--- src/tac_map.svh ---
`ifndef TAC_MAP_SVH
`define TAC_MAP_SVH

// Register indices on the plain register port
`define TAC_A_CTRL1 3'h0
`define TAC_A_CTRL2 3'h1
`define TAC_A_SMASK 3'h2
`define TAC_A_MMASK 3'h3
`define TAC_A_STAT 3'h4
`define TAC_REG_RESET 12'h000

// Channel and mode control fields
`define TAC_C1_RATIO 11
`define TAC_C1_CH 10:7
`define TAC_C1_MODE 1:0
`define TAC_MODE_NONE 2'h0
`define TAC_MODE_SINGLE 2'h1
`define TAC_MODE_SLAVE 2'h2
`define TAC_MODE_MASTER 2'h3
`define TAC_CH_MAX 10
`define TAC_CH_XY 4'h1
`define TAC_MASK_TOP 11

// Setup control fields
`define TAC_C2_TMR 1:0
`define TAC_C2_REF 2
`define TAC_C2_POL 3
`define TAC_C2_FCD 5:4
`define TAC_C2_PM 7:6
`define TAC_C2_ACQ 9:8
`define TAC_C2_AVG 11:10
`define TAC_PM_OFF 2'h0
`define TAC_PM_ON 2'h2
`define TAC_PM_ADC_ONLY 2'h3

// Conversion clock derived from the system clock, rounded up
`define TAC_CONV_NS 500
`define TAC_CLK_NS 40
`define TAC_PRE_LAST 4'((`TAC_CONV_NS + `TAC_CLK_NS - 1) / `TAC_CLK_NS - 1)

// Counts in conversion-clock ticks, then conversions per average
`define TAC_T_1 15'h0001
`define TAC_T_4 15'h0004
`define TAC_T_8 15'h0008
`define TAC_T_16 15'h0010
`define TAC_T_32 15'h0020
`define TAC_T_256 15'h0100
`define TAC_T_1024 15'h0400
`define TAC_T_2048 15'h0800
`define TAC_T_16384 15'h4000
`define TAC_AVG_1 5'h01
`define TAC_AVG_4 5'h04
`define TAC_AVG_8 5'h08
`define TAC_AVG_16 5'h10

`endif

--- src/tac_pkg.sv ---
package tac_pkg;

	typedef enum logic [2:0] {
		TAC_IDLE = 3'b000,
		TAC_SETTLE = 3'b001,
		TAC_ACQ = 3'b010,
		TAC_CONV = 3'b011,
		TAC_TAIL = 3'b100,
		TAC_INTERVAL = 3'b101
	} tac_state_e;

	typedef struct packed {
		logic [11:0] ctrl1;
		logic [11:0] ctrl2;
		logic [11:0] smask;
		logic [11:0] mmask;
		logic [11:0] rdata;
		tac_state_e st;
		logic [3:0] ch;
		logic [3:0] pre;
		logic [14:0] cnt;
		logic [4:0] avg_left;
		logic [15:0] acc;
		logic wrote;
		logic need_release;
		logic hold_s1;
		logic hold_s2;
		logic touch_s1;
		logic touch_s2;
		logic dav_n;
		logic pen_n;
		logic adc_pw;
		logic ref_pw;
		logic ref_in;
		logic start;
		logic ratio;
		logic we;
		logic samp;
		logic [3:0] res_ch;
		logic [11:0] res_data;
	} tac_regs_s;

endpackage

--- src/tac_ctrl.sv ---
`timescale 1ns/1ns
`include "tac_map.svh"

module tac_ctrl #(
	parameter logic [14:0] LONG_TICKS = `TAC_T_16384
) (
	input wire logic clk_in,
	input wire logic rst_n_in,
	input wire logic [2:0] reg_addr_in,
	input wire logic [11:0] reg_wdata_in,
	input wire logic reg_wr_in,
	input wire logic reg_rd_in,
	output logic [11:0] reg_rdata_out,
	input wire logic acquisition_hold_input_in,
	input wire logic screen_touched_in,
	input wire logic conv_done_in,
	input wire logic [11:0] conv_data_in,
	input wire logic results_read_in,
	output logic conv_start_out,
	output logic [3:0] conv_chan_out,
	output logic single_or_ratiometric_select_out,
	output logic sampling_out,
	output logic result_we_out,
	output logic [3:0] result_chan_out,
	output logic [11:0] result_data_out,
	output logic results_ready_output_n_out,
	output logic touch_request_output_n_out,
	output logic adc_power_out,
	output logic ref_power_out,
	output logic ref_pin_input_out
);

	tac_pkg::tac_regs_s r;
	tac_pkg::tac_regs_s next_r;

	////////////////////////////////////////////////////////////////////////////
	// Helper functions

	// Settle delay in ticks for a two-bit code
	function automatic logic [14:0] settle_ticks(input logic [1:0] code);
		case (code)
			2'h0: settle_ticks = `TAC_T_1;
			2'h1: settle_ticks = `TAC_T_256;
			2'h2: settle_ticks = `TAC_T_2048;
			default: settle_ticks = LONG_TICKS;
		endcase
	endfunction
	// Repeat interval in ticks; code 0 never loads the timer
	function automatic logic [14:0] repeat_ticks(input logic [1:0] code);
		case (code)
			2'h1: repeat_ticks = `TAC_T_1024;
			2'h2: repeat_ticks = `TAC_T_2048;
			default: repeat_ticks = LONG_TICKS;
		endcase
	endfunction
	// Sample window in ticks
	function automatic logic [14:0] acq_ticks(input logic [1:0] code);
		case (code)
			2'h0: acq_ticks = `TAC_T_4;
			2'h1: acq_ticks = `TAC_T_8;
			2'h2: acq_ticks = `TAC_T_16;
			default: acq_ticks = `TAC_T_32;
		endcase
	endfunction
	// Conversions per channel
	function automatic logic [4:0] avg_count(input logic [1:0] code);
		case (code)
			2'h0: avg_count = `TAC_AVG_1;
			2'h1: avg_count = `TAC_AVG_4;
			2'h2: avg_count = `TAC_AVG_8;
			default: avg_count = `TAC_AVG_16;
		endcase
	endfunction
	// Lowest masked channel at or above 'from'; bit 4 says one was found
	function automatic logic [4:0] next_ch(input logic [11:0] m, input logic [3:0] from);
		logic [4:0] res;
		res = 5'h00;
		for (int i = `TAC_CH_MAX; i >= 0; i--) begin
			if (m[`TAC_MASK_TOP - i] && 4'(i) >= from) begin
				res = {1'b1, 4'(i)};
			end
		end
		return res;
	endfunction

	////////////////////////////////////////////////////////////////////////////
	// Decoded fields

	logic [1:0] mode;
	logic [1:0] pm;
	logic [11:0] seq_mask;
	logic hold_act;
	logic tick;
	logic busy;
	logic run_ok;
	logic [15:0] avg_val;
	logic [15:0] acc_sum;
	// The host may rewrite the mode at any time; run_ok gates every state
	assign mode = r.ctrl1[`TAC_C1_MODE];
	assign pm = r.ctrl2[`TAC_C2_PM];
	assign run_ok = (mode != `TAC_MODE_NONE) && (pm != `TAC_PM_OFF);
	assign seq_mask = (mode == `TAC_MODE_MASTER) ? r.mmask : r.smask;
	assign hold_act = r.ctrl2[`TAC_C2_POL] ? r.hold_s2 : !r.hold_s2;
	assign tick = (r.pre == `TAC_PRE_LAST);
	assign busy = (r.st != tac_pkg::TAC_IDLE) && (r.st != tac_pkg::TAC_INTERVAL);
	assign acc_sum = r.acc + {4'h0, conv_data_in};
	// Average takes in the sample arriving now; shift by log2 of the count
	always_comb begin
		case (r.ctrl2[`TAC_C2_AVG])
			2'h0: avg_val = acc_sum;
			2'h1: avg_val = acc_sum >> 2;
			2'h2: avg_val = acc_sum >> 3;
			default: avg_val = acc_sum >> 4;
		endcase
	end

	////////////////////////////////////////////////////////////////////////////
	// Next-state logic

	always_comb begin
		logic [4:0] nx;
		logic go_start;
		logic seq_end;
		nx = 5'h00;
		go_start = 1'b0;
		seq_end = 1'b0;
		next_r = r;
		next_r.start = 1'b0;
		next_r.we = 1'b0;
		next_r.rdata = `TAC_REG_RESET;
		// Pins are foreign to this clock; second stage is the only reader of the first
		next_r.hold_s1 = acquisition_hold_input_in;
		next_r.hold_s2 = r.hold_s1;
		next_r.touch_s1 = screen_touched_in;
		next_r.touch_s2 = r.touch_s1;
		next_r.pre = tick ? 4'h0 : r.pre + 4'h1;
		if (!r.touch_s2) begin
			next_r.need_release = 1'b0;
		end
		// Sequencer
		case (r.st)
			tac_pkg::TAC_IDLE: begin
				if (run_ok) begin
					if (mode != `TAC_MODE_MASTER) begin
						go_start = 1'b1;
					end else if (r.touch_s2 && !r.need_release) begin
						go_start = 1'b1;
					end
				end
			end
			tac_pkg::TAC_SETTLE: begin
				// Hold input is not looked at here, so it cannot stretch the delay
				if (tick) begin
					next_r.cnt = r.cnt - 15'h0001;
					if (r.cnt == `TAC_T_1) begin
						next_r.st = tac_pkg::TAC_ACQ;
						next_r.cnt = acq_ticks(r.ctrl2[`TAC_C2_ACQ]);
					end
				end
			end
			tac_pkg::TAC_ACQ: begin
				// Window freezes while the hold input is active to dodge display noise
				if (tick && !hold_act) begin
					next_r.cnt = r.cnt - 15'h0001;
					if (r.cnt == `TAC_T_1) begin
						next_r.st = tac_pkg::TAC_CONV;
						next_r.start = 1'b1;
					end
				end
			end
			tac_pkg::TAC_CONV: begin
				if (conv_done_in) begin
					next_r.acc = r.acc + {4'h0, conv_data_in};
					next_r.avg_left = r.avg_left - 5'h01;
					if (r.avg_left != 5'h01) begin
						next_r.st = tac_pkg::TAC_ACQ;
						next_r.cnt = acq_ticks(r.ctrl2[`TAC_C2_ACQ]);
					end else begin
						next_r.we = 1'b1;
						next_r.res_ch = r.ch;
						next_r.res_data = 12'(avg_val);
						next_r.wrote = 1'b1;
						next_r.acc = 16'h0000;
						next_r.avg_left = avg_count(r.ctrl2[`TAC_C2_AVG]);
						if (mode != `TAC_MODE_SINGLE) begin
							nx = next_ch(seq_mask, r.ch + 4'h1);
						end
						if (nx[4]) begin
							next_r.ch = nx[3:0];
							if (nx[3:0] <= `TAC_CH_XY) begin
								next_r.st = tac_pkg::TAC_SETTLE;
								next_r.cnt = settle_ticks(r.ctrl2[`TAC_C2_FCD]);
							end else begin
								next_r.st = tac_pkg::TAC_ACQ;
								next_r.cnt = acq_ticks(r.ctrl2[`TAC_C2_ACQ]);
							end
						end else begin
							next_r.st = tac_pkg::TAC_TAIL;
							next_r.cnt = settle_ticks(r.ctrl2[`TAC_C2_FCD]);
						end
					end
				end
			end
			tac_pkg::TAC_TAIL: begin
				if (tick) begin
					next_r.cnt = r.cnt - 15'h0001;
					if (r.cnt == `TAC_T_1) begin
						seq_end = 1'b1;
					end
				end
			end
			tac_pkg::TAC_INTERVAL: begin
				if (mode == `TAC_MODE_MASTER && !r.touch_s2) begin
					next_r.st = tac_pkg::TAC_IDLE;
				end else if (tick) begin
					next_r.cnt = r.cnt - 15'h0001;
					if (r.cnt == `TAC_T_1) begin
						next_r.dav_n = 1'b1;
						go_start = 1'b1;
					end
				end
			end
			default: begin
				next_r.st = tac_pkg::TAC_IDLE;
			end
		endcase
		// End of a sequence: flag results, then repeat, wait or stop
		if (seq_end) begin
			if (r.wrote) begin
				next_r.dav_n = 1'b0;
			end
			if (r.ctrl2[`TAC_C2_TMR] == 2'h0) begin
				next_r.st = tac_pkg::TAC_IDLE;
				if (mode == `TAC_MODE_MASTER) begin
					next_r.need_release = 1'b1;
				end else begin
					next_r.ctrl1[`TAC_C1_MODE] = `TAC_MODE_NONE;
				end
			end else if (mode == `TAC_MODE_MASTER && !r.touch_s2) begin
				next_r.st = tac_pkg::TAC_IDLE;
			end else begin
				next_r.st = tac_pkg::TAC_INTERVAL;
				next_r.cnt = repeat_ticks(r.ctrl2[`TAC_C2_TMR]);
			end
		end
		// Start of a run with a valid channel begins with the settle delay, which covers power-up
		if (go_start) begin
			next_r.st = tac_pkg::TAC_SETTLE;
			next_r.cnt = settle_ticks(r.ctrl2[`TAC_C2_FCD]);
			next_r.wrote = 1'b0;
			next_r.acc = 16'h0000;
			next_r.avg_left = avg_count(r.ctrl2[`TAC_C2_AVG]);
			next_r.ratio = r.ctrl1[`TAC_C1_RATIO];
			if (mode == `TAC_MODE_SINGLE) begin
				next_r.ch = r.ctrl1[`TAC_C1_CH];
				nx = {(r.ctrl1[`TAC_C1_CH] <= 4'(`TAC_CH_MAX)), r.ctrl1[`TAC_C1_CH]};
			end else begin
				nx = next_ch(seq_mask, 4'h0);
				next_r.ch = nx[3:0];
			end
			// Invalid code or empty mask: no conversion, only the closing delay
			if (!nx[4]) begin
				next_r.st = tac_pkg::TAC_TAIL;
			end
		end
		// Mode 00 or power-off stops any run at once
		if (!run_ok && r.st != tac_pkg::TAC_IDLE) begin
			next_r.st = tac_pkg::TAC_IDLE;
		end
		// Host read of the results clears the ready flag unless new results land now
		if (results_read_in && !(seq_end && r.wrote)) begin
			next_r.dav_n = 1'b1;
		end
		// Touch request held during a run, follows the screen in IDLE and INTERVAL
		if (!busy) begin
			next_r.pen_n = !r.touch_s2;
		end
		// Power and reference controls
		next_r.adc_pw = (pm == `TAC_PM_ON) || (pm[0] && busy);
		next_r.ref_pw = !r.ctrl2[`TAC_C2_REF] && ((pm == `TAC_PM_ON)
			|| (pm == `TAC_PM_ADC_ONLY) || (pm[0] && busy));
		next_r.ref_in = r.ctrl2[`TAC_C2_REF];
		next_r.samp = (next_r.st == tac_pkg::TAC_ACQ); // Registered copy of the sample state
		// Register writes; a host write of the mode overrides the hardware clear
		if (reg_wr_in) begin
			case (reg_addr_in)
				`TAC_A_CTRL1: begin
					next_r.ctrl1 = reg_wdata_in;
					next_r.need_release = 1'b0;
				end
				`TAC_A_CTRL2: next_r.ctrl2 = reg_wdata_in;
				`TAC_A_SMASK: next_r.smask = reg_wdata_in;
				`TAC_A_MMASK: next_r.mmask = reg_wdata_in;
				default: ;
			endcase
		end
		// Register reads, answered in the next cycle only
		if (reg_rd_in) begin
			case (reg_addr_in)
				`TAC_A_CTRL1: next_r.rdata = r.ctrl1;
				`TAC_A_CTRL2: next_r.rdata = r.ctrl2;
				`TAC_A_SMASK: next_r.rdata = r.smask;
				`TAC_A_MMASK: next_r.rdata = r.mmask;
				`TAC_A_STAT: next_r.rdata = {r.dav_n, r.pen_n, r.adc_pw, r.ref_pw, 1'b0, r.st, r.ch};
				default: next_r.rdata = `TAC_REG_RESET;
			endcase
		end
	end

	////////////////////////////////////////////////////////////////////////////
	// State register

	always_ff @(posedge clk_in or negedge rst_n_in) begin
		if (!rst_n_in) begin
			r <= '0;
			r.dav_n <= 1'b1;
			r.pen_n <= 1'b1;
		end else begin
			r <= next_r;
		end
	end

	// Outputs come straight from the state register
	assign reg_rdata_out = r.rdata;
	assign conv_start_out = r.start;
	assign conv_chan_out = r.ch;
	assign single_or_ratiometric_select_out = r.ratio;
	assign sampling_out = r.samp;
	assign result_we_out = r.we;
	assign result_chan_out = r.res_ch;
	assign result_data_out = r.res_data;
	assign results_ready_output_n_out = r.dav_n;
	assign touch_request_output_n_out = r.pen_n;
	assign adc_power_out = r.adc_pw;
	assign ref_power_out = r.ref_pw;
	assign ref_pin_input_out = r.ref_in;
endmodule

--- config.mk ---
export PLATFORM = sky130hd
export DESIGN_NAME = tac_ctrl
export DESIGN_NICKNAME = d
export VERILOG_FILES = /design/src/tac_pkg.sv /design/src/tac_ctrl.sv
export VERILOG_INCLUDE_DIRS = /design/src
export SDC_FILE = /design/constraint.sdc
export NUM_CORES = 1
export LEC_CHECK = 0
export ABC_CLOCK_PERIOD_IN_PS = 3150
export BUFFER_PORTS_ARGS = -buffer_cell sky130_fd_sc_hd__buf_2
export CORE_MARGIN = 2
export CORE_UTILIZATION = 50
export CTS_CLUSTER_DIAMETER = 50
export CTS_CLUSTER_SIZE = 12
export DETAILED_ROUTE_END_ITERATION = 6
export PLACE_DENSITY_LB_ADDON = 0.08
export SLEW_MARGIN = 20
export SYNTH_ARGS = -nofsm -noshare
export SYNTH_HDL_FRONTEND = slang
export SYNTH_SLANG_ARGS = --single-unit
--- constraint.sdc ---
create_clock -name clk_in -period 3.15 [get_ports clk_in]
set_input_delay 0.315 -clock clk_in [delete_from_list [all_inputs] [get_ports clk_in]]
set_output_delay 0.315 -clock clk_in [all_outputs]
set_load 0.03 [all_outputs]
== Word level (Yosys, flattened, before mapping) ==
Index checks and enable logic that the tools add are counted.
Cells by class
  add/sub/neg operators: 5
  magnitude comparators: 13
  equality and inequality tests: 29
  muxes and demuxes: 108
  bitwise gates (word level): 1
  reduce and logical (&&, ||, !) cells: 52
Operator list (number)
  2-to-1 mux 15 bit: 11
  2-to-1 mux 5 bit: 28
  one-hot mux 15 bit (5 select lines): 1
  2-to-1 mux 37 bit: 2
  2-to-1 mux 12 bit: 5
  one-hot mux 12 bit (5 select lines): 1
  one-hot mux 15 bit (3 select lines): 1
  2-to-1 mux 22 bit: 2
  2-to-1 mux 38 bit: 1
  2-to-1 mux 3 bit: 12
  one-hot mux 12 bit (3 select lines): 1
  one-hot mux 15 bit (2 select lines): 1
  2-to-1 mux 1 bit: 26
  logical AND 1 bit: 21
  2-to-1 mux 4 bit: 5
  one-hot mux 6 bit (3 select lines): 1
  adder 16 x 12 -> 16 bit: 1
  greater-or-equal comparator 3 x 4 -> 1 bit, first input constant: 4
  == test 15 x 1 -> 1 bit, second input constant: 1
  == test 3 x 2 -> 1 bit, second input constant: 5
  one-hot mux 3 bit (5 select lines): 1
  one-hot mux 5 bit (3 select lines): 1
  subtractor 15 x 1 -> 15 bit, second input constant: 1
  == test 2 bit, second input constant: 7
  other kinds (29): 68
Storage, ports and cells
  flip-flop bits (word level): 138
  bits of input ports: 35
  output and inout port bits: 41
  logic and storage cells: 237

== Logic depth before layout (Yosys ltp) ==
  word-level depth: 28
  gate-level depth with buffers: 11
  gate-level depth less buffers: 9

== Worst setup path after synthesis ==
No wires, ideal clock.
  path type: flip-flop to flip-flop
  from: reg r, in the netlist conv_chan_out[1]
  to: reg r, in the netlist conv_chan_out[3]
  library setup time: 0.126 ns
  arrival time: 2.375 ns
  data required time: 3.024 ns
  setup slack: 0.649 ns
  stages on the path, launching flop included: 10
  buffers on the path: 1
  clock period less this slack: 2.501 ns
  cell sequence: dfrtp_1 ha_1 clkbuf_1 nand2_1 o31ai_1 o21a_1 nor4_2 a311oi_2 nor2_1 a221o_1
Between the ends
  word-level cells in the longest chain between the ends: 23
  elaborated cells on any way between the ends: 45
  those cells by class: add/sub (1); order compare (11); mux (20); reduce/logical (13)
Ends and longest elaborated chain
  start, declared: line tac_ctrl.sv:33  | tac_pkg::tac_regs_s r;
  start signal, assigned: line tac_ctrl.sv:319  | r <= next_r;
  adder 4 x 1 -> 4 bit (*): line tac_ctrl.sv:186  | nx = next_ch(seq_mask, r.ch + 4'h1);
  greater-or-equal comparator 4 bit: line tac_ctrl.sv:79  | if (m[`TAC_MASK_TOP - i] && 4'(i) >= from) begin
  logical AND 1 bit: line tac_ctrl.sv:79
  2-to-1 mux 5 bit (10 in a row): line tac_ctrl.sv:79
  2-to-1 mux 5 bit (*): line tac_ctrl.sv:79
  2-to-1 mux 5 bit (*): line tac_ctrl.sv:185  | if (mode != `TAC_MODE_SINGLE) begin
  2-to-1 mux 5 bit (*): line tac_ctrl.sv:175  | if (r.avg_left != 5'h01) begin
  2-to-1 mux 5 bit (*): line tac_ctrl.sv:172  | if (conv_done_in) begin
  2-to-1 mux 5 bit (*): line tac_ctrl.sv:141  | case (r.st)
  2-to-1 mux 4 bit: line tac_ctrl.sv:188  | if (nx[4]) begin
  2-to-1 mux 4 bit: line tac_ctrl.sv:175
  2-to-1 mux 7 bit: line tac_ctrl.sv:172
  2-to-1 mux 4 bit: line tac_ctrl.sv:141
  2-to-1 mux 7 bit: line tac_ctrl.sv:247  | if (go_start) begin
Every way passes the cells marked *; elsewhere a longest branch is shown, timed or not. The select of a mux whose other input is x is not followed.
A chain may end at the register's enable or synchronous reset.

== Worst setup path after layout ==
  from: reg r, in the netlist mode[0]
  to: reg r, in the netlist conv_chan_out[2]
Between the ends
  word-level cells in the longest chain between the ends: 22
  elaborated cells on any way between the ends: 59
  those cells by class: eq/ne (5); mux (36); reduce/logical (18)
Ends and longest elaborated chain
  == test 2 bit (no line)
  2-to-1 mux 12 bit: line tac_ctrl.sv:102  | assign seq_mask = (mode == `TAC_MODE_MASTER) ? r.mmask : r.smask;
  logical AND 1 bit: line tac_ctrl.sv:79
  2-to-1 mux 5 bit (10 in a row): line tac_ctrl.sv:79
  2-to-1 mux 5 bit: line tac_ctrl.sv:185
  2-to-1 mux 5 bit: line tac_ctrl.sv:175
  2-to-1 mux 5 bit: line tac_ctrl.sv:172
  2-to-1 mux 5 bit: line tac_ctrl.sv:141
  2-to-1 mux 4 bit: line tac_ctrl.sv:188
  2-to-1 mux 4 bit: line tac_ctrl.sv:175
  2-to-1 mux 7 bit: line tac_ctrl.sv:172
  2-to-1 mux 4 bit: line tac_ctrl.sv:141
  2-to-1 mux 7 bit: line tac_ctrl.sv:247
Parallel ways exist; a longest one is shown, timed or not. The select of a mux whose other input is x is not followed.

==> results.rst <==
.. list-table::
   :header-rows: 1

   * - Metric
     - Value
   * - Status
     - finished clean
   * - Chip height
     - 137.1 um
   * - Sum of internal, switching and leakage power
     - 7.199 mW
   * - Weighted congestion reported at the end of routability-driven placement
     - 0.9439
   * - Unrepaired setup endpoints after global routing
     - yes
   * - Part of the power in registers
     - 0.342
   * - Share of power burned in the clock network
     - 0.294
   * - Crit-path cells
     - nand2_2 -> mux2_2 -> o21a_1 -> nor4_2 -> a311oi_2 -> nor3b_1 -> a221o_1
   * - Top cell family by delay on the critical path
     - simple AND/OR/NAND/NOR gates
   * - Remaining global-route overflow
     - 0
   * - Multi-input logic area
     - 0.004817 sq mm
   * - Post-detailed-route wirelength per cell
     - 20.19 um
   * - Number of primary I/O pins
     - 76
   * - Area taken by flip-flops and latches
     - 0.003456 sq mm
   * - Worst slew slack as a fraction of its limit
     - 0.4324
   * - Minimum clock period after layout
     - 2.951 ns
   * - Number of cells in the finished layout apart from fillers
     - 1264
   * - Critical path start-end classification
     - flip-flop to flip-flop
   * - Buffers inserted by post-CTS timing repair
     - 0
   * - Post-synth top area share
     - 0.3841
   * - Maximum clock rate
     - 0.3389 GHz
   * - Via count
     - 7763
   * - Cell at the root of the clock tree
     - clkbuf_16
   * - Average cell area after synthesis
     - 9.079 sq um
   * - Most frequent standard cell in the layout excluding fill and tap cells
     - dfrtp_1
   * - Initial antenna violation count
     - 0
   * - Worst path slowest cell
     - dfrtp_1
   * - Worst R2R Setup Slack
     - 0.20 ns
   * - Combinational family with the most area after synthesis
     - compound AO/OA/AOI/OAI gates
   * - Number of clock sinks
     - 138
   * - Final core utilization
     - 0.5796
   * - Power density over the cells
     - 718.0 mW/mm^2
   * - Total routed wirelength
     - 25520 um
   * - Synthesized netlist cell count
     - 976
   * - Final hold viol count
     - 0
   * - Number of H-tree levels
     - 4
   * - Yosys reg bits
     - 138
   * - Half-perimeter wire length after placement
     - 18530 um
   * - Portion of the post-synthesis area used by sequential elements
     - 0.3900
   * - Endpoint type of the worst setup path
     - flip-flop
   * - Net total in the final layout
     - 1086
   * - Chip Width
     - 137.1 um
   * - Fraction of layout cells with a size suffix above 1
     - 0.2060
   * - Number of synthesized flops with an enable pin
     - 0
   * - Fraction of registers with async set or reset after synthesis
     - 1.000
   * - Std-Cell Core Area
     - 0.01730 sq mm
   * - Pleak
     - 4.519 nW
   * - Post-Synthesis Cell Area
     - 0.008861 sq mm
   * - Clk buf depth
     - 2
   * - Post-synthesis share of cell area spent on xor and xnor gates
     - 0.01483
   * - Syn nets
     - 1036
   * - Simple-gate share of the synthesized area
     - 0.1750
   * - Initial core utilization
     - 0.5123
   * - TritonCTS Buffers
     - 17
   * - Most frequent cells in the layout
     - 136 x dfrtp_1, 89 x nor2_1, 81 x a21oi_1
   * - Number of cell rows
     - 48
   * - Largest net degree at the start of global routing
     - 68
   * - Crit start category
     - flip-flop
   * - Die Footprint
     - 0.01880 sq mm
   * - Number of global-route vias before repair
     - 7295
   * - Max rail drop VDD
     - 0.0005041 V
   * - Proportion of synthesized area in mux cells
     - 0.09799
   * - Number of placed instances with taps included
     - 1229
   * - ANT nets after route
     - 0
   * - Switching Power
     - 2.884 mW
   * - Placed cell area
     - 0.009376 sq mm
   * - Number of buffer and inverter stages on the critical path
     - 0
   * - Clock tree from TritonCTS
     - yes
   * - Count of distinct cell types in the synthesized netlist
     - 81
   * - Setup violation total in the final timing report
     - 0
   * - Ys Warns
     - 0
   * - Dominant cells by area after synthesis
     - dfrtp_1 38%, mux2_2 5.6%, a21oi_1 4.6%
   * - Synth Area in Compound Gates
     - 0.2191
   * - First-pass GRT wire length
     - 40130 um
   * - Required @ worst endpoint
     - 3.46 ns
   * - Maximum cell stage delay along the critical path
     - 0.63 ns
   * - Post-Synth Adder-Cell Area
     - 0.03615
   * - Count of pins over their slew limit
     - 0
   * - Final Cycle Share
     - 0.9367
   * - Buffers added on ports
     - 75
   * - DR iter-0 viols
     - 671
   * - Clock edge transition at the registers on the reported setup and hold paths
     - 0.06 ns
   * - Area of all placed cells without fillers
     - 0.01003 sq mm
   * - Critical path fanouts, max
     - 15
   * - Hold Path Class
     - primary input to flip-flop
   * - Filler Cells Inserted
     - 1575
   * - Cell type with the highest aggregate area in the netlist
     - dfrtp_1
   * - Area growth syn-to-layout
     - 13.15%
   * - Switching Share
     - 0.4006
   * - Combinational power share
     - 0.364
   * - Worst Setup Slack, final
     - 0.1995 ns
   * - First-pass iteration count of the detailed router
     - 5
   * - Critical Path AT
     - 3.26 ns
   * - Int Pwr
     - 4.314 mW
   * - Dominant register cell in the synthesized netlist
     - dfrtp_1
   * - Vias/cell
     - 6.142
   * - Final antenna diode count
     - 0
   * - Actual slew at the worst max-slew pin
     - 0.8482 ns
   * - Layout Skew
     - 0.01024 ns
   * - Clk_lat worst skew
     - 0.43 ns
   * - Max-capacitance violation count
     - 0
   * - Detailed-route DRC error count
     - 0
   * - Place WS
     - 0.2593 ns
   * - GRT Util Overall
     - 0.2799
==> path summary, 6_finish.rpt <==
check | start | endpoint | cells past startpoint
hold / removal | reg_wdata_in[7] | r[133]$_DFFE_PN0P_ | 3
min in group asynchronous | rst_n_in | r[58]$_DFF_PN0_ | 2
hold reg to reg | next_r[25]$_DFF_PN0_ | r[25]$_DFF_PN0_ | 0
max in group asynchronous | rst_n_in | r[102]$_DFFE_PN0P_ | 3
setup / recovery | mode[0]$_DFF_PN0_ | conv_chan_out[2]$_DFFE_PN0P_ | 7
setup reg to reg | mode[0]$_DFF_PN0_ | conv_chan_out[2]$_DFFE_PN0P_ | 7
==> area by class of cell <==
cell class              count  area share
multi-input cells         716      0.4805
flip-flops and latches    138      0.3447
repair buffers            117     0.07151
clock buffers              17     0.04243
well taps                 225     0.02808
clock inverters            15     0.01934
inverters                  36     0.01348
==> registers in the layout, indices dropped and copies added, names as in the netlist <==
register	flops
conv_start_out	1
mode	2
ref_power_out	1
ref_pin_input_out	1
result_data_out	12
result_we_out	1
touch_request_output_n_out	1
conv_chan_out	4
sampling_out	1
pm	2
next_r	3
single_or_ratiometric_select_out	1
results_ready_output_n_out	1
result_chan_out	4
adc_power_out	1
r	90
reg_rdata_out	12
==> cell families after synthesis <==
logic type	Yosys count
compound gates	290
xor+xnor	15
fa+ha+maj	25
buf+inv	122
flops	138
mux	75
simple gates	311
==> through the flow <==
| step | TNS (ns) | hold WS [ns] |
|---|---|---|
| after global routing | -0.02832 | 0.1543 |
| after global placement | 0 | 0.3376 |
| after detailed placement | 0 | 0.3356 |
| final | 0 | 0.1497 |
| after CTS | 0 | 0.1323 |
| after floorplan | 0 | 0.01941 |
==> timing repair <==
item,CTS,global route
endpoints found under the hold margin,66,0
hold buffers,3,0
resized for setup,0,0
setup endpoints to repair,0,2
==> power by group through the flow <==
| stage | clock network (mW) | registers (mW) | logic (mW) |
|---|---|---|---|
| finish | 2.12 | 2.46 | 2.62 |
| detailed placement | 0 | 2.48 | 2.57 |
| global placement | 0 | 2.47 | 2.57 |
| global route | 2.23 | 2.49 | 2.90 |
| CTS | 2.16 | 2.44 | 2.59 |
| floorplan | 0 | 2.32 | 1.93 |
==> Yosys cell counts, drive strengths merged, types with 24 or more instances <==
cell      n
mux2     44
mux2i    26
buf      47
nor2     89
clkbuf   39
ha       24
nor3     30
a21oi    82
dfrtp   136
nand2    66
inv      36
nand3    25
o21ai    58
==> metal layers <==
metal / vias up / wire length [um] / share of wire / global-route usage
li1: 3663 / - / - / -
met3: 30 / 1776 / 0.070 / 0.06481
met4: 0 / 339 / 0.013 / 0.06987
met2: 280 / 11440 / 0.45 / 0.4157
met1: 3790 / 11960 / 0.47 / 0.4114
met5: - / 0 / 0 / 0
==> worst min-delay path, delay by kind of cell <==
family                 cells  cell delay, ns
and+or+nand+nor            1            0.05
buffers and inverters      1            0.12
AOI/OAI and AO/OA          1            0.06
(Power assumes the default switching activity.)
